`config.mk`:
```
export PLATFORM = sky130hd
export DESIGN_NAME = qct_cs_timing
export DESIGN_NICKNAME = d
export VERILOG_FILES = /design/src/verilog/qct_pkg.sv /design/src/verilog/qct_timer_if.sv /design/src/verilog/qct_delay_timer.sv /design/src/verilog/qct_cs_timing.sv
export VERILOG_INCLUDE_DIRS = /design/src /design/src/verilog
export SDC_FILE = /design/constraint.sdc
export NUM_CORES = 1
export LEC_CHECK = 0
export BUFFER_PORTS_ARGS = -buffer_cell sky130_fd_sc_hd__buf_4
export CAP_MARGIN = 5
export CORE_AREA = 10 10 118 99
export DETAILED_ROUTE_END_ITERATION = 8
export DIE_AREA = 0 0 128 109
export GPL_TIMING_DRIVEN = 0
export PLACE_DENSITY_LB_ADDON = 0.2
export SYNTH_ARGS = -nofsm -noshare
export SYNTH_HDL_FRONTEND = slang
export SYNTH_HIERARCHICAL = 1
export SYNTH_SLANG_ARGS = --single-unit
export TNS_END_PERCENT = 30
```
`constraint.sdc`:
```
create_clock -name clock -period 3.66 [get_ports clock]
set_clock_uncertainty 0.15 [all_clocks]
set_input_delay 0 -clock clock [delete_from_list [all_inputs] [get_ports clock]]
set_output_delay 0 -clock clock [all_outputs]
set_load 0.02 [all_outputs]
```
`src/verilog/qct_defines.svh`:
```
// Purpose: Constants for the chip select timing option block
// Assumes: 250 MHz system clock, 4 ns period
// Notes: Delay table is held in serial clock half periods
`ifndef QCT_DEFINES_SVH
`define QCT_DEFINES_SVH

// Register byte addresses
`define QCT_ADDR_OPT0 8'h00
`define QCT_ADDR_OPT3 8'h03
`define QCT_ADDR_CTRL 8'h04
`define QCT_ADDR_TX 8'h05
`define QCT_ADDR_STATUS 8'h06
`define QCT_ADDR_RX 8'h07

// Option register fields
`define QCT_OPT_GAP_HI 5
`define QCT_OPT_GAP_LO 3
`define QCT_OPT_LEAD_HI 2
`define QCT_OPT_LEAD_LO 0
`define QCT_OPT_RESET 8'h00

// Control register fields
`define QCT_CTRL_EXT 0
`define QCT_CTRL_SLAVE 1
`define QCT_CTRL_ENABLE 2
`define QCT_CTRL_RESET 3'h0

// Transmit register fields
`define QCT_TX_CS_HI 9
`define QCT_TX_CS_LO 8

// Half periods per delay code 7..0: 16,12,8,6,4,2,1,0
`define QCT_HALF_TABLE 64'h100C080604020100
`define QCT_HALF_EXT_CODE0 5'h01

// Serial clock half period: time in ns and derived cycle count
`define QCT_HALF_PERIOD_NS 20
`define QCT_CLK_PERIOD_NS 4
`define QCT_HALF_CYCLES (`QCT_HALF_PERIOD_NS / `QCT_CLK_PERIOD_NS)
`define QCT_BITS_HALVES 5'h10
`define QCT_CS_IDLE 4'hF

`endif

```
`src/verilog/qct_pkg.sv`:
```
// Purpose: Types and shared decode for the chip select timing block
// Assumes: qct_defines.svh supplies the numeric constants
// Notes: Used by name only, never imported
`include "qct_defines.svh"

package qct_pkg;

    // Sequencer states, one-hot
    typedef enum logic [3:0] {
        QCT_IDLE  = 4'h1,
        QCT_LEAD  = 4'h2,
        QCT_SHIFT = 4'h4,
        QCT_GAP   = 4'h8
    } qct_state_t;

    // Delay code to serial clock half periods
    function automatic logic [4:0] qct_halves(input logic [2:0] code);
        logic [63:0] table_v;
        table_v = `QCT_HALF_TABLE;
        qct_halves = table_v[{code, 3'h0} +: 5];
    endfunction : qct_halves

endpackage : qct_pkg

```
`src/verilog/qct_timer_if.sv`:
```
// Purpose: Link between the sequencer and its delay timer
// Assumes: One clock domain
// Notes: Counts are in serial clock half periods
`timescale 1ns/1ps

interface qct_timer_if;
    logic start;
    logic [4:0] halves;
    logic tick;
    logic expired;

    modport ctrl (output start, output halves, output tick, input expired);
    modport timer (input start, input halves, input tick, output expired);
endinterface : qct_timer_if

```
`src/verilog/qct_delay_timer.sv`:
```
// Purpose: Counts a programmed number of serial clock half periods
// Assumes: tick pulses once per half period
// Notes: expired is valid the cycle after start
`timescale 1ns/1ps

module qct_delay_timer (
    input wire logic clock,
    input wire logic sys_rst,
    qct_timer_if.timer tif
);
    logic [4:0] count_reg;

    // Load on start, then count down on half period ticks
    always_ff @(posedge clock) begin
        if (sys_rst) begin
            count_reg <= 5'h00;
        end else if (tif.start) begin
            count_reg <= tif.halves;
        end else if (tif.tick && count_reg != 5'h00) begin
            count_reg <= count_reg - 5'h01;
        end
    end

    assign tif.expired = (count_reg == 5'h00) && !tif.start;
endmodule : qct_delay_timer

```
`src/verilog/qct_cs_timing.sv`:
```
// Purpose: Serial master sequencer with per chip select lead and gap delays
// Assumes: Plain register port, reads answered one cycle later
// Notes: Single holding word for transmit, mode 0 serial clock
//
// Added by the designer: the placing of the registers and strobed register access.
`timescale 1ns/1ps
`include "qct_defines.svh"

module qct_cs_timing (
    input wire logic clock,
    input wire logic sys_rst,
    input wire logic [7:0] reg_addr,
    input wire logic [15:0] reg_wdata,
    input wire logic reg_wr,
    input wire logic reg_rd,
    output logic [15:0] reg_rdata,
    input wire logic serial_data_in,
    output logic serial_data_out,
    output logic serial_clock_line_out,
    output logic serial_clock_line_oe,
    output logic [3:0] cs_n_out
);
    logic [7:0] opt_reg [4];
    logic [2:0] ctrl_reg;
    logic [9:0] tx_reg;
    logic tx_pend_reg;
    logic [7:0] rx_reg;
    logic [7:0] shift_reg;
    logic [1:0] cur_cs_reg;
    logic [4:0] half_cnt_reg;
    logic [7:0] presc_reg;
    logic tick_reg;
    qct_pkg::qct_state_t state_reg;
    qct_pkg::qct_state_t state_next;
    logic take;
    logic [4:0] lead_halves;
    logic [4:0] gap_halves;
    logic [2:0] gap_code;
    logic slave_mode;
    logic enabled;

    qct_timer_if tif ();

    qct_delay_timer u_timer (
        .clock(clock),
        .sys_rst(sys_rst),
        .tif(tif)
    );

    assign slave_mode = ctrl_reg[`QCT_CTRL_SLAVE];
    assign enabled = ctrl_reg[`QCT_CTRL_ENABLE] && !slave_mode;

    // Decode of the lead option from the pending element's chip select and the gap option from the current chip select
    always_comb begin
        lead_halves = qct_pkg::qct_halves(
            opt_reg[tx_reg[`QCT_TX_CS_HI:`QCT_TX_CS_LO]][`QCT_OPT_LEAD_HI:`QCT_OPT_LEAD_LO]);
        gap_code = opt_reg[cur_cs_reg][`QCT_OPT_GAP_HI:`QCT_OPT_GAP_LO];
        gap_halves = qct_pkg::qct_halves(gap_code);
        if (ctrl_reg[`QCT_CTRL_EXT] && gap_code == 3'h0) begin
            gap_halves = `QCT_HALF_EXT_CODE0;
        end
    end

    // Half period tick; all delays counted in serial clock units
    always_ff @(posedge clock) begin
        if (sys_rst || !enabled) begin
            presc_reg <= 8'h00;
            tick_reg <= 1'b0;
        end else if (presc_reg == 8'(`QCT_HALF_CYCLES - 1)) begin
            presc_reg <= 8'h00;
            tick_reg <= 1'b1;
        end else begin
            presc_reg <= presc_reg + 8'h01;
            tick_reg <= 1'b0;
        end
    end

    assign tif.tick = tick_reg;

    // Sequencer next state and timer loads
    always_comb begin
        state_next = state_reg;
        take = 1'b0;
        tif.start = 1'b0;
        tif.halves = 5'h00;
        case (state_reg)
            qct_pkg::QCT_IDLE: begin
                if (enabled && tx_pend_reg) begin
                    take = 1'b1;
                    tif.start = 1'b1;
                    tif.halves = lead_halves;
                    state_next = qct_pkg::QCT_LEAD;
                end
            end
            qct_pkg::QCT_LEAD: begin
                if (!enabled) begin
                    state_next = qct_pkg::QCT_IDLE;
                end else if (tif.expired) begin
                    state_next = qct_pkg::QCT_SHIFT;
                end
            end
            qct_pkg::QCT_SHIFT: begin
                if (!enabled) begin
                    state_next = qct_pkg::QCT_IDLE;
                end else if (tick_reg && half_cnt_reg == 5'h01) begin
                    tif.start = 1'b1;
                    tif.halves = gap_halves;
                    state_next = qct_pkg::QCT_GAP;
                end
            end
            qct_pkg::QCT_GAP: begin
                if (!enabled) begin
                    state_next = qct_pkg::QCT_IDLE;
                end else if (tif.expired && tx_pend_reg) begin
                    if (tx_reg[`QCT_TX_CS_HI:`QCT_TX_CS_LO] == cur_cs_reg) begin
                        take = 1'b1;
                        state_next = qct_pkg::QCT_SHIFT;
                    end else begin
                        state_next = qct_pkg::QCT_IDLE; // New select needs its lead
                    end
                end // otherwise hold select and stretch the gap
            end
            default: state_next = qct_pkg::QCT_IDLE;
        endcase
    end

    // State register
    always_ff @(posedge clock) begin
        if (sys_rst) begin
            state_reg <= qct_pkg::QCT_IDLE;
        end else begin
            state_reg <= state_next;
        end
    end

    // Register writes; a new write wins over the take in the same cycle
    always_ff @(posedge clock) begin
        if (sys_rst) begin
            for (int i = 0; i < 4; i++) begin
                opt_reg[i] <= `QCT_OPT_RESET;
            end
            ctrl_reg <= `QCT_CTRL_RESET;
            tx_reg <= 10'h000;
            tx_pend_reg <= 1'b0;
        end else begin
            if (reg_wr && reg_addr <= `QCT_ADDR_OPT3) begin
                opt_reg[reg_addr[1:0]] <= reg_wdata[7:0];
            end
            if (reg_wr && reg_addr == `QCT_ADDR_CTRL) begin
                ctrl_reg <= reg_wdata[2:0];
            end
            if (reg_wr && reg_addr == `QCT_ADDR_TX) begin
                tx_reg <= reg_wdata[9:0];
                tx_pend_reg <= 1'b1;
            end else if (take) begin
                tx_pend_reg <= 1'b0;
            end
        end
    end

    // Shifter, bit timing and receive capture, mode 0
    always_ff @(posedge clock) begin
        if (sys_rst) begin
            shift_reg <= 8'h00;
            half_cnt_reg <= 5'h00;
            rx_reg <= 8'h00;
            cur_cs_reg <= 2'h0;
            serial_clock_line_out <= 1'b0;
            serial_data_out <= 1'b0;
        end else if (take) begin
            shift_reg <= tx_reg[7:0];
            serial_data_out <= tx_reg[7];
            cur_cs_reg <= tx_reg[`QCT_TX_CS_HI:`QCT_TX_CS_LO];
            half_cnt_reg <= `QCT_BITS_HALVES;
            serial_clock_line_out <= 1'b0;
        end else if (state_reg == qct_pkg::QCT_SHIFT && tick_reg && enabled) begin
            half_cnt_reg <= half_cnt_reg - 5'h01;
            serial_clock_line_out <= !serial_clock_line_out;
            if (!serial_clock_line_out) begin
                shift_reg <= {shift_reg[6:0], serial_data_in}; // Sample on rise
            end else begin
                serial_data_out <= shift_reg[7]; // Launch on fall
            end
            if (half_cnt_reg == 5'h01) begin
                rx_reg <= shift_reg; // Last rise already shifted the final bit in
            end
        end else if (state_reg != qct_pkg::QCT_SHIFT || !enabled) begin
            serial_clock_line_out <= 1'b0; // Cut frame parks the clock low with select
        end
    end

    // Chip select and clock enable; slave mode leaves both released
    always_ff @(posedge clock) begin
        if (sys_rst) begin
            cs_n_out <= `QCT_CS_IDLE;
            serial_clock_line_oe <= 1'b0;
        end else begin
            serial_clock_line_oe <= !slave_mode;
            cs_n_out <= `QCT_CS_IDLE;
            if (state_next != qct_pkg::QCT_IDLE && enabled) begin
                cs_n_out[take ? tx_reg[`QCT_TX_CS_HI:`QCT_TX_CS_LO] : cur_cs_reg] <= 1'b0;
            end
        end
    end

    // Read data, one cycle after the strobe; unmapped reads zero
    always_ff @(posedge clock) begin
        if (sys_rst) begin
            reg_rdata <= 16'h0000;
        end else if (reg_rd) begin
            if (reg_addr <= `QCT_ADDR_OPT3) begin
                reg_rdata <= {8'h00, opt_reg[reg_addr[1:0]]};
            end else if (reg_addr == `QCT_ADDR_CTRL) begin
                reg_rdata <= {13'h0000, ctrl_reg};
            end else if (reg_addr == `QCT_ADDR_TX) begin
                reg_rdata <= {6'h00, tx_reg};
            end else if (reg_addr == `QCT_ADDR_STATUS) begin
                reg_rdata <= {8'h00, state_reg, 2'h0, tx_pend_reg,
                    state_reg != qct_pkg::QCT_IDLE};
            end else if (reg_addr == `QCT_ADDR_RX) begin
                reg_rdata <= {8'h00, rx_reg};
            end else begin
                reg_rdata <= 16'h0000;
            end
        end else begin
            reg_rdata <= 16'h0000;
        end
    end
endmodule : qct_cs_timing

```
* Word-level counts from Yosys, hierarchy flattened
Memory sizes are Yosys's and may differ from the RTL's. A register that Yosys moved wholly into a read port is not among the register bits.
Cells that the tools add are included.
** Cells by class
- Add/sub/neg operators :: 3
- $lt $le $gt $ge :: 3
- Equality and inequality tests :: 15
- Shifts and indexed selects :: 2
- Muxes and demuxes :: 56
- Bitwise gates (word level) :: 4
- Reductions and logical operators :: 38
** Operator list (count)
- $shiftx A64 B7 Y5 const A :: 2
- $mux W8 :: 8
- $eq A8 B3 Y1 const B :: 5
- $mux W5 :: 8
- $mux W4 :: 7
- $mux W1 :: 21
- $pmux W4 S4 :: 1
- $logic_and A1 B1 Y1 :: 14
- $mux W10 :: 1
- $mux W2 :: 5
- $pmux W5 S2 :: 1
- $reduce_bool A2 Y1 :: 5
- $sub A5 B1 Y5 const B :: 2
- $add A8 B1 Y8 const B :: 1
- $le A8 B2 Y1 const B :: 1
- $ne A4 B1 Y1 const B :: 2
- $reduce_or A2 Y1 :: 4
- $reduce_or A8 Y1 :: 1
- $reduce_or A6 Y1 :: 1
- $eq A5 B1 Y1 const B :: 1
- $logic_not A5 Y1 :: 1
- $reduce_bool A5 Y1 :: 1
- $eq A4 B1 Y1 const B :: 1
- $eq A4 B2 Y1 const B :: 1
- other kinds (18) :: 26
** Storage, ports and cells
- Register bits after elaboration :: 78
- Memory bits (writable) :: 32
- Bits of input ports :: 29
- Output and inout port bits :: 23
- Logic and storage cells :: 141
- Memories :: 1
** Memories
- opt_reg :: words 4, bits a word 8, rd ports 3, clocked after Yosys merged registers in 2, write ports 4, line qct_cs_timing.sv:23 : logic [7:0] opt_reg [4];

* Depth between registers and ports, before layout
Gate-level depths: netlist (run 1).
- Depth after elaboration :: 17
- Mapped depth :: 13
- Gate-level depth less buffers :: 10

* Hierarchy
The synthesis (run 1) kept the hierarchy.
** Modules (own cells, without submodules)
- qct_cs_timing :: instances 1, cells an instance 476, area an instance 5009.8 um^2, sequential area each 2342.2 um^2
- qct_delay_timer :: instances 1, cells an instance 39, area an instance 320.3 um^2, sequential area each 100.1 um^2

* Worst setup path after synthesis (run 1)
No wires, ideal clock.
- Path type :: flip-flop to flip-flop
- From :: register state_reg[2]
- To :: register shift_reg[2]
- Library setup time :: 86 ps
- Arrival time :: 2713 ps
- Data required time :: 3424 ps
- Slack :: 712 ps
- Stages on the path, launching flop included :: 13
- Buffers on the path :: 4
- Clock period less this slack :: 2948 ps
- Path through :: dfxtp_1 > clkbuf_1 > nor3_1 > clkbuf_1 > nand2_1 > nand2_1 > buf_6 > nor3_1 > and3b_1 > a31oi_1 > buf_2 > nor3_1 > a211oi_1
** On the way
- Cells in the longest elaborated chain, start to end :: 10
- Elaborated cells between the ends (all ways) :: 16
- Classes of those cells :: eq/ne: 4; mux: 5; reduce/logical: 7
** Ends and longest elaborated chain
- from (decl) :: line qct_cs_timing.sv:33 : qct_pkg::qct_state_t state_reg;
- from (signal assigned) :: line qct_cs_timing.sv:130 : state_reg <= qct_pkg::QCT_IDLE;
- from (signal assigned) :: line qct_cs_timing.sv:132 : state_reg <= state_next;
- $eq A4 B3 Y1 / $eq A4 B1 Y1 (equally long branches) :: line qct_cs_timing.sv:86 : case (state_reg)
- $pmux W1 S2 (*) :: line qct_cs_timing.sv:86
- via tif.start :: line qct_timer_if.sv:7 : logic start;
- $logic_not A1 Y1 (*) :: line qct_delay_timer.sv:24 : assign tif.expired = (count_reg == 5'h00) && !tif.start;
- $logic_and A1 B1 Y1 (*) :: line qct_delay_timer.sv:24
- via tif.expired :: line qct_timer_if.sv:10 : logic expired;
- $logic_and A1 B1 Y1 (*) :: line qct_cs_timing.sv:114 : end else if (tif.expired && tx_pend_reg) begin
- $mux W1 (*) :: line qct_cs_timing.sv:114
- $mux W1 (*) :: line qct_cs_timing.sv:112 : if (!enabled) begin
- $pmux W1 S2 (*) :: line qct_cs_timing.sv:86
- $ne A2 B1 Y1 (no source line) / $reduce_bool A2 Y1 (equally long branches)
- $reduce_and A2 Y1 (no source line)
- to (signal assigned) :: line qct_cs_timing.sv:171 : shift_reg <= tx_reg[7:0];
- to (signal assigned) :: line qct_cs_timing.sv:180 : shift_reg <= {shift_reg[6:0], serial_data_in};
- to (decl) :: line qct_cs_timing.sv:28 : logic [7:0] shift_reg;
Mark *: on every way through the listed nets, which the timed path passes. The rest lies on a longest branch.
A chain may end at the register's enable or synchronous reset.

* Final worst setup path (run 1)
- From :: register state_reg[2]
- To :: register shift_reg[0]
The elaborated chain is that of the path after synthesis.

==> run_results.csv, run 1 <==
group,metric,value,unit
outcome,status,"completed",
cells_and_area,area_growth,18.0,%
grt,grt_max_degree,18,
grt,grt_pass1_wl,21.6,mm
detailed_routing,ant_nets,0,
power_and_ir_drop,switching_share,21.3,%
cells_and_area,layout-drive-gt1-share,18.6,%
power_and_ir_drop,irDropWorstVdd,0.327,mV
setup_path,crit_chain,"clkbuf_1, nor3_2, clkbuf_2, nand2_1, nand2_1, buf_6, nor3_2, and3b_1, a31o_2, clkbuf_1, a32oi_1, a21oi_1",
power_and_ir_drop,combPwrFrac,6.4,%
die,rows,32,
power_and_ir_drop,internal_power,0.00189,W
power_and_ir_drop,switchingPower,0.000514,W
cts,ctsLongestPathBuffers,2,
cts,post_cts_buffers,0,
sta,max_clock_freq,292,MHz
placement,io_buffer_count,38,
synth,synth_cells,515,
sta,fin_crit,3.42,ns
setup_path,critPathKind,"reg -> reg",
setup_path,required,3.78,ns
grt,grt_remaining_overflow,0,
placement,postPlaceCellArea,5780,um^2
setup_path,r2r_slack,0.24,ns
grt,antenna_found_initial,0,
setup_path,end_kind,"flop",
detailed_routing,dr.pass1.iters,5,
die,die_x,128,um
power_and_ir_drop,p_per_area,383,nW/um^2
setup_path,arrival,3.54,ns
die,dieArea,14000,um^2
sta,rsz0062_at_grt,"false",
detailed_routing,vias_per_cell,6.00,
cts,root_buffer,"clkbuf_16",
hold_path,hold_end,"reg_rdata[2]",
detailed_routing,wl_per_cell,19.1,um
job,maxCapViolCount,0,
grt,groute.usage.overall,19.4,%
cts,clk_pin_slew,0.07,ns
cts,cts_sinks,106,
power_and_ir_drop,seq_power_share,51.3,%
synth,ys_seq_elements,106,
synth,synth_area_per_cell,10.3,um^2
die,fp.dieH,109,um
sta,worst_pin_slew,0.701,ns
synth,yosysWarnings,6,
synth,synth_area_leader_cell,"dfxtp_1",
cells_and_area,antenna_cells,0,
detailed_routing,dr.first_iter.drc_count,535,
placement,hpwl,9.93,mm
hold_path,hp-class,"in -> reg",
die,ios,52,
synth,synthTopCellsByCount,"dfxtp_1 (74), nor2_1 (51), edfxtp_1 (32)",
synth,yosysUniqueCellTypes,62,
synth,yosysMostFrequentCell,"dfxtp_1",
synth,synth.top_cell.area_share,27.8,%
cts,cts_tree,"done",
hold_path,min-delay-start,"reg_addr[0]",
setup_path,cp-start-kind,"flop",
cells_and_area,final.fill_count,740,
setup_path,critical_path.slowest_cell,"clkbuf_1",
synth,ys_seq_area_share,45.8,%
sta,final-max-slew-violation-count,0,
sta,relSlewSlack,53.0,%
die,start_util,56.9,%
synth,synth-async-reset-ratio,0,%
grt,grt_pass1_vias,4211,
setup_path,rr_worst_depth,12,
detailed_routing,wirelength,13.5,mm
die,core,9370,um^2
setup_path,crit_fanout,10,
power_and_ir_drop,cellLeakagePower,2.45,nW
synth,synthFlopType,"dfxtp_1",
cells_and_area,finalNetCount,628,
cts,h-tree-depth,3,
synth,synth-edff-count,32,
cts,numCtsBuffers,9,
power_and_ir_drop,clock_power_share,42.3,%
cts,clkLatencyLatePin,0.34,ns
cells_and_area,largest_register_ffs,32,
sta,timing_hold_violations_final,0,
placement,place_congestion,0.840,
synth,synth_area,5330,um^2
cells_and_area,stdcell_area,6290,um^2
sta,fin_crit_sh,93.6,%
setup_path,slowest_delay,0.40,ns
synth,synth.area.top_cells,"dfxtp_1 (28%), edfxtp_1 (18%), mux4_2 (6.3%), mux2i_1 (5.8%), nor2_1 (3.6%)",
setup_path,timing.rr.start,"state_reg[2]",
sta,setup_viol,0,
setup_path,r2r-end,"shift_reg[0]",
power_and_ir_drop,total_power,0.00241,W
detailed_routing,vias,4260,
hold_path,min_path_cells,4,
detailed_routing,drc,0,
[layer usage]
metal | vias to the layer above | track usage [%] | share of wire (%) | wire [um]
li1 | 2003 | - | - | -
met1 | 2056 | 25.2 | 43 | 5760
met2 | 180 | 31.4 | 47 | 6350
met3 | 21 | 5.19 | 9.0 | 1210
met4 | 0 | 5.30 | 1.5 | 206
met5 | - | 0 | 0 | 0
[cell usage in the layout (no fill, tap or decap), drive strengths merged, types with 12 or more instances in the layout]
cell type and n:
a21oi 20, and2 14, and3 14, buf 58
clkbuf 30, dfxtp 74, dlygate4sd3 17, edfxtp 32
ha 13, inv 23, mux2i 31, mux4 15
nand2 19, nand3 17, nor2 51, nor3 17
o21ai 12
[critical path, delay by kind of cell, from the launching register on]
| family | cells | cell delay (ns) |
|---|---|---|
| AOI/OAI and AO/OA | 3 | 0.58 |
| buffers and inverters | 4 | 1.15 |
| DFF | 1 | 0.37 |
| and+or+nand+nor | 5 | 1.09 |
[layout make-up]
cell class / count / area, um^2 / share of cell area [%]
plain buffers: 40 / 213 / 3.38
clock buffers: 10 / 229 / 3.64
clock inverters: 6 / 81.3 / 1.29
inverters: 22 / 82.6 / 1.31
multi-input cells: 352 / 2640 / 41.9
flip-flops and latches: 106 / 2440 / 38.8
well taps: 119 / 149 / 2.37
repair buffers: 55 / 455 / 7.24
[power by group through the flow]
stage	clock network (W)	registers (W)	logic, W
floorplan	0	0.00126	0.0000831
global placement	0	0.00126	0.000135
detailed placement	0	0.00126	0.000137
CTS	0.00103	0.00124	0.000152
global route	0.00108	0.00124	0.000166
finish	0.00102	0.00124	0.000154
[logic make-up (layout without fill, tap and decap cells)]
kind of cell / Yosys count / in the layout / share of synthesized area [%]
AND/OR/NAND/NOR: 188 / 188 / 19.9
flip-flops: 106 / 106 / 45.8
AO/OA/AOI/OAI: 82 / 82 / 10.6
buffers and inverters: 62 / 133 / 5.52
multiplexers: 48 / 48 / 12.6
XOR/XNOR: 15 / 15 / 2.46
adder cells (fa/ha/maj): 13 / 13 / 3.05
other: 1 / 6 / 0.0704
[repair_timing]
| item | CTS | global route |
|---|---|---|
| setup endpoints to repair | 11 | 18 |
| gates resized for setup | 1 | 5 |
| pin swaps | 0 | 1 |
| gates cloned | 0 | 0 |
| hold buffers | 17 | 0 |
| hold endpoints to repair | 61 | 0 |
[worst max path at each step]
stage	from	endpoint	slack, ns	cells after the start
5_1_grt	state_reg[2]	cs_n_out[1]	0.02	12
4_1_cts	state_reg[2]	shift_reg[1]	0.02	12
6_report	state_reg[2]	shift_reg[0]	0.24	12
3_3_place_gp	state_reg[2]	shift_reg[1]	0.01	12
2_1_floorplan	state_reg[2]	shift_reg[2]	0.71	12
3_5_place_dp	state_reg[2]	shift_reg[1]	-0.12	12
[per-stage QoR]
stage                     TNS (ns)  hold slack (ns)  instances  setup slack, ns  util [%]
after global placement           0            0.113        677           0.0103      61.7
after floorplan                  0          -0.0806        520            0.712         -
after global routing             0            0.127        710           0.0229      67.1
after detailed placement    -0.685            0.119        677           -0.123      61.7
final                            0           0.0877        710            0.235      67.1
after CTS                        0           0.0886        710           0.0244      66.9
No activity file was read; power rests on OpenSTA's default activity.
==> inputs of run 2 (changes only) <==
- PLACE_DENSITY: unset -> 0.81
- PLACE_DENSITY_LB_ADDON: 0.2 -> unset
==> run_results.csv, run 2 (synthesized netlist as in run 1, its figures left out) <==
group,metric,value,unit
outcome,status,"completed",
detailed_routing,dr.first_iter.drc_count,526,
cells_and_area,mostFrequentLayoutCells,"dfxtp_1 (74), nor2_1 (51), buf_4 (48)",
detailed_routing,dr.pass1.iters,5,
grt,grtUsageMet2,31.9,%
setup_path,critPathKind,"reg -> reg",
detailed_routing,wl_per_cell,19.2,um
cts,cts_sinks,106,
placement,place_inst,677,
grt,top_usage_layer,"met2",
grt,antenna_found_initial,0,
detailed_routing,wirelength,13.7,mm
grt,grt_util_met1,24.0,%
power_and_ir_drop,switchingPower,0.000505,W
sta,worst_pin_slew,0.757,ns
sta,max_clock_freq,291,MHz
grt,grt_remaining_overflow,0,
die,ios,52,
sta,final.setup.tns,0,ns
grt,groute.usage.overall,19.7,%
cells_and_area,multi_input_area,2630,um^2
placement,io_buffer_count,38,
sta,final.setup.worst_slack,0.221,ns
grt,met3_usage,6.31,%
power_and_ir_drop,cellLeakagePower,2.43,nW
power_and_ir_drop,clock_power_share,38.6,%
cells_and_area,seq_area,2440,um^2
job,maxCapViolCount,0,
grt,grt_max_degree,17,
die,fp.dieH,109,um
cts,numCtsBuffers,9,
sta,final-max-slew-violation-count,0,
power_and_ir_drop,combPwrFrac,6.8,%
power_and_ir_drop,p_per_area,362,nW/um^2
placement,hpwl,9.88,mm
placement,dp_worst_setup_slack,-0.0957,ns
power_and_ir_drop,irDropWorstVdd,0.355,mV
cells_and_area,area_growth,17.4,%
sta,relSlewSlack,49.3,%
cts,clkLatencyLatePin,0.35,ns
sta,fin_crit_sh,94.0,%
sta,fin_crit,3.44,ns
power_and_ir_drop,total_power,0.00227,W
detailed_routing,vias_per_cell,6.10,
power_and_ir_drop,internal_power,0.00176,W
cells_and_area,final_common_cell,"dfxtp_1",
placement,place_congestion,0.893,
setup_path,arrival,3.55,ns
sta,timing.hold.ws,0.0992,ns
die,dieArea,14000,um^2
detailed_routing,ant_nets,0,
grt,grt_pass1_wl,21.5,mm
cells_and_area,final.fill_count,710,
setup_path,end_kind,"flop",
sta,timing_hold_violations_final,0,
die,rows,32,
cts,clk_pin_slew,0.07,ns
cells_and_area,finalNetCount,631,
cells_and_area,largest_register_ffs,32,
cells_and_area,layout-drive-gt1-share,18.5,%
power_and_ir_drop,seq_power_share,54.5,%
power_and_ir_drop,switching_share,22.3,%
die,start_util,56.9,%
cts,ctsLongestPathBuffers,2,
sta,setup_viol,0,
grt,grt_pass1_vias,4212,
cells_and_area,layout.cells.non_filler,714,
setup_path,crit_fanout,10,
hold_path,hp-class,"in -> reg",
detailed_routing,vias,4358,
setup_path,required,3.77,ns
detailed_routing,drc,0,
sta,rsz0062_at_grt,"false",
cts,h-tree-depth,3,
die,core,9370,um^2
cts,cts_tree,"done",
die,die_x,128,um
setup_path,cp-start-kind,"flop",
cts,root_buffer,"clkbuf_16",
-- run 2: cell type report --
| cell class | count | share of cell area (%) |
|---|---|---|
| Multi-Input combinational cell | 352 | 42.0 |
| Sequential cell | 106 | 39.0 |
| Timing Repair Buffer | 58 | 7.64 |
| Clock buffer | 14 | 3.90 |
| Buffer | 40 | 3.40 |
| Tap cell | 119 | 2.38 |
| Inverter | 22 | 1.32 |
| Clock inverter | 2 | 0.260 |
| Antenna cell | 1 | 0.0400 |
-- run 2: per-stage QoR --
step                      instance area (um^2)  util [%]
after floorplan                           5350         -
after global placement                    5780      61.7
after detailed placement                  5780      61.7
after CTS                                 6220      66.4
after global routing                      6250      66.7
final                                     6260      66.8
-- run 2: power groups by stage --
stage | clock network, W | registers [W] | logic, W
CTS | 0.000884 | 0.00124 | 0.000152
global route | 0.000933 | 0.00124 | 0.000165
floorplan | 0 | 0.00126 | 0.0000831
global placement | 0 | 0.00126 | 0.000133
finish | 0.000875 | 0.00124 | 0.000155
detailed placement | 0 | 0.00126 | 0.000136
-- run 2: timing repair --
| item | CTS | global route |
|---|---|---|
| pin swaps | 0 | 1 |
| hold buffers | 17 | 0 |
| setup endpoints to repair | 11 | 20 |
| buffers inserted | 0 | 3 |
| gates resized for setup | 1 | 4 |
| hold endpoints to repair | 60 | 0 |
-- run 2: final timing paths --
| check | to | slack [ns] | cells past startpoint | start |
|---|---|---|---|---|
| setup / recovery | cs_n_out[3] | 0.22 | 11 | state_reg[2] |
| hold / removal | reg_rdata[6] | 0.1 | 4 | reg_addr[0] |
| setup reg to reg | cs_n_out[3] | 0.22 | 11 | state_reg[2] |
| hold reg to reg | rx_reg[5] | 0.35 | 2 | rx_reg[5] |
-- run 2: metal layers --
| layer | vias to the layer above | part of all wire [%] |
|---|---|---|
| met4 | 0 | 2.5 |
| met5 | - | 0 |
| met2 | 221 | 47 |
| met3 | 43 | 10 |
| met1 | 2075 | 40 |
| li1 | 2019 | - |
-- run 2: worst max-delay path, stage by stage, from the launching register on --
cell and delay, ns:
dfxtp_1 0.37, clkbuf_1 0.40, nor3_2 0.17, clkbuf_2 0.23
nand2_1 0.21, nand2_1 0.11, buf_6 0.15, nor3_2 0.34
nand3b_1 0.12, a2111oi_0 0.65, a211oi_1 0.26, o21ai_0 0.17
==> inputs of run 3 (changes only) <==
- ABC_AREA: unset -> 1
- CORE_AREA: 10 10 118 99 -> 10 10 117 98
- DIE_AREA: 0 0 128 109 -> 0 0 127 108
- clock period: 3.66 -> 3.34 ns (I/O delays scaled with it)
==> run_results.csv, run 3 <==
group,metric,value,unit
outcome,status,"completed",
setup_path,cp-start-kind,"flop",
die,core,9290,um^2
hold_path,min-delay-start,"reg_addr[0]",
synth,synth_area_per_cell,7.51,um^2
synth,synth-edff-count,32,
synth,yosysUniqueCellTypes,38,
power_and_ir_drop,irDropWorstVdd,0.384,mV
synth,synth.area.top_cells,"dfxtp_1 (28%), edfxtp_1 (18%), nand2_1 (12%), nor2_1 (6.9%), inv_1 (6.4%)",
hold_path,min_path_cells,7,
die,ios,52,
synth,synthTopCellsByCount,"nand2_1 (163), nor2_1 (96), inv_1 (90)",
cells_and_area,final.fill_count,758,
sta,timing_hold_violations_final,0,
synth,ys_seq_elements,106,
detailed_routing,routed.top_layer,"met4",
cts,root_buffer,"clkbuf_16",
placement,place_inst,862,
synth,synth.top_cell.area_share,28.2,%
detailed_routing,wl_per_cell,15.9,um
detailed_routing,vias,4978,
sta,worst_pin_slew,0.955,ns
detailed_routing,dr.first_iter.drc_count,585,
cells_and_area,final_common_cell,"nand2_1",
sta,final-max-slew-violation-count,0,
die,dieArea,13700,um^2
die,fp.dieH,108,um
cells_and_area,layout-drive-gt1-share,12.3,%
synth,synthFlopType,"dfxtp_1",
die,die_x,127,um
placement,hpwl,10.9,mm
power_and_ir_drop,cellLeakagePower,2.69,nW
placement,io_buffer_count,38,
cells_and_area,antenna_cells,0,
job,maxCapViolCount,0,
setup_path,end_kind,"flop",
setup_path,required,3.41,ns
sta,final.setup.tns,0,ns
grt,grt_max_degree,18,
power_and_ir_drop,p_per_area,425,nW/um^2
sta,rsz0062_at_grt,"false",
sta,max_clock_freq,334,MHz
setup_path,rr_worst_depth,20,
cells_and_area,fin_util,67.3,%
synth,synth-async-reset-ratio,0,%
cells_and_area,mostFrequentLayoutCells,"nand2_1 (163), nor2_1 (95), inv_1 (89)",
cts,clk_pin_slew,0.07,ns
setup_path,r2r-end,"cs_n_out[1]",
cells_and_area,area_growth,18.9,%
cts,ctsLongestPathBuffers,2,
cts,clkLatencyLatePin,0.35,ns
setup_path,r2r_slack,0.34,ns
detailed_routing,ant_nets,0,
sta,relSlewSlack,35.9,%
cells_and_area,largest_register_ffs,32,
cts,cts_sinks,106,
setup_path,critPathLaunch,"state_reg[0]",
setup_path,critPathKind,"reg -> reg",
synth,synth_area,5260,um^2
grt,grt_pass1_vias,4695,
cts,h-tree-depth,3,
die,rows,32,
die,start_util,56.6,%
synth,synth_cells,700,
sta,setup_viol,0,
cts,cts_tree,"done",
synth,yosysWarnings,6,
detailed_routing,drc,0,
detailed_routing,wl_met2,6.50,mm
grt,grt_remaining_overflow,0,
sta,fin_crit_sh,89.8,%
synth,yosysMostFrequentCell,"nand2_1",
hold_path,hp-class,"in -> reg",
hold_path,hold_end,"reg_rdata[7]",
detailed_routing,wl_met3,1.57,mm
grt,antenna_found_initial,0,
cells_and_area,layout.cells.non_filler,900,
synth,synth_area_leader_cell,"dfxtp_1",
grt,grt_pass1_wl,23.2,mm
setup_path,arrival,3.07,ns
cts,numCtsBuffers,9,
grt,groute.usage.overall,20.8,%
detailed_routing,dr.pass1.iters,5,
sta,fin_crit,3.00,ns
detailed_routing,wirelength,14.3,mm
synth,ys_seq_area_share,46.5,%
placement,place_congestion,0.985,
cts,post_cts_buffers,0,
detailed_routing,vias_per_cell,5.53,
setup_path,timing.rr.start,"state_reg[0]",
detailed_routing,drt-met1-wl,5.98,mm
setup_path,crit_fanout,10,
cells_and_area,finalNetCount,818,
[run 3: cell count changes after synthesis, moves of 15 or more]
cell / change
nand2_1: +144
inv_1: +68
nor2_1: +45
o21ai_0: +32
mux2i_1: -31
nand3_1: +29
a21oi_1: +26
mux4_2: -15
[run 3: how the worst max path moves through the flow]
| stage | end | depth (start not counted) | slack (ns) |
|---|---|---|---|
| after floorplan | cs_n_out[1] | 19 | 0.91 |
| after global placement | serial_clock_line_out | 19 | 0.22 |
| after detailed placement | half_cnt_reg[2] | 19 | 0.16 |
| after CTS | half_cnt_reg[2] | 19 | 0.14 |
| after global routing | cs_n_out[3] | 19 | 0.07 |
| final | cs_n_out[1] | 20 | 0.34 |
[run 3: layer usage]
layer	GRT usage, %	vias to the layer above
met2	33.4	267
li1	-	2405
met4	7.14	0
met1	27.3	2276
met3	4.65	30
met5	0	-
[run 3: kinds of logic after synthesis]
| kind of cell | Yosys count | synth area share (%) |
|---|---|---|
| AND/OR/NAND/NOR | 351 | 29.1 |
| buffers and inverters | 115 | 9.38 |
| AO/OA/AOI/OAI | 112 | 11.5 |
| flip-flops | 106 | 46.5 |
| adder cells (fa/ha/maj) | 13 | 3.09 |
| XOR/XNOR | 2 | 0.333 |
| other | 1 | 0.0713 |
[run 3: timing repair]
item | 4_1_cts | 5_1_grt
hold buffers | 21 | 0
setup endpoints to repair | 0 | 8
gates resized for setup | 0 | 3
hold endpoints to repair | 69 | 0
[run 3: worst max-delay path, cell delays in order (launching register included)]
cell     delay [ns]
dfxtp_1        0.48
inv_2          0.10
nand2_1        0.10
nor2_2         0.06
nand2_2        0.12
nor2_4         0.09
inv_2          0.14
nand2_1        0.16
inv_2          0.16
nand3_2        0.13
inv_1          0.15
nand2_1        0.11
inv_1          0.08
nand2_1        0.06
nor2_2         0.13
nand2_4        0.14
nand2_8        0.13
buf_12         0.14
o21ai_1        0.07
nor2_1         0.10
nand2_1        0.08
[run 3: power breakdown]
part	internal (W)	switching, W
Sequential	0.00134	0.0000110
Combinational	0.0000583	0.0000985
Clock	0.000659	0.000486
[run 3: cell type report]
| cell class | instances | area, um^2 | share of cell area [%] |
|---|---|---|---|
| sequential | 106 | 2440 | 39.1 |
| inverter | 95 | 357 | 5.70 |
| clock inverter | 6 | 91.3 | 1.46 |
| clock buffer | 10 | 229 | 3.66 |
| multi-input combinational | 484 | 2350 | 37.5 |
| timing repair buffer | 60 | 500 | 8.00 |
| buffer | 20 | 136 | 2.18 |
| tap | 119 | 149 | 2.38 |
[run 3: through the flow]
| stage | setup WS (ns) | instance area, um^2 | total power, W | hold WS [ns] |
|---|---|---|---|---|
| after CTS | 0.136 | 6240 | 0.00265 | 0.0267 |
| final | 0.342 | 6250 | 0.00266 | 0.0266 |
| after global placement | 0.225 | 5710 | 0.00152 | 0.111 |
| after detailed placement | 0.158 | 5710 | 0.00152 | 0.110 |
| after global routing | 0.0656 | 6250 | 0.00272 | 0.0812 |
| after floorplan | 0.913 | 5280 | 0.00146 | -0.0809 |
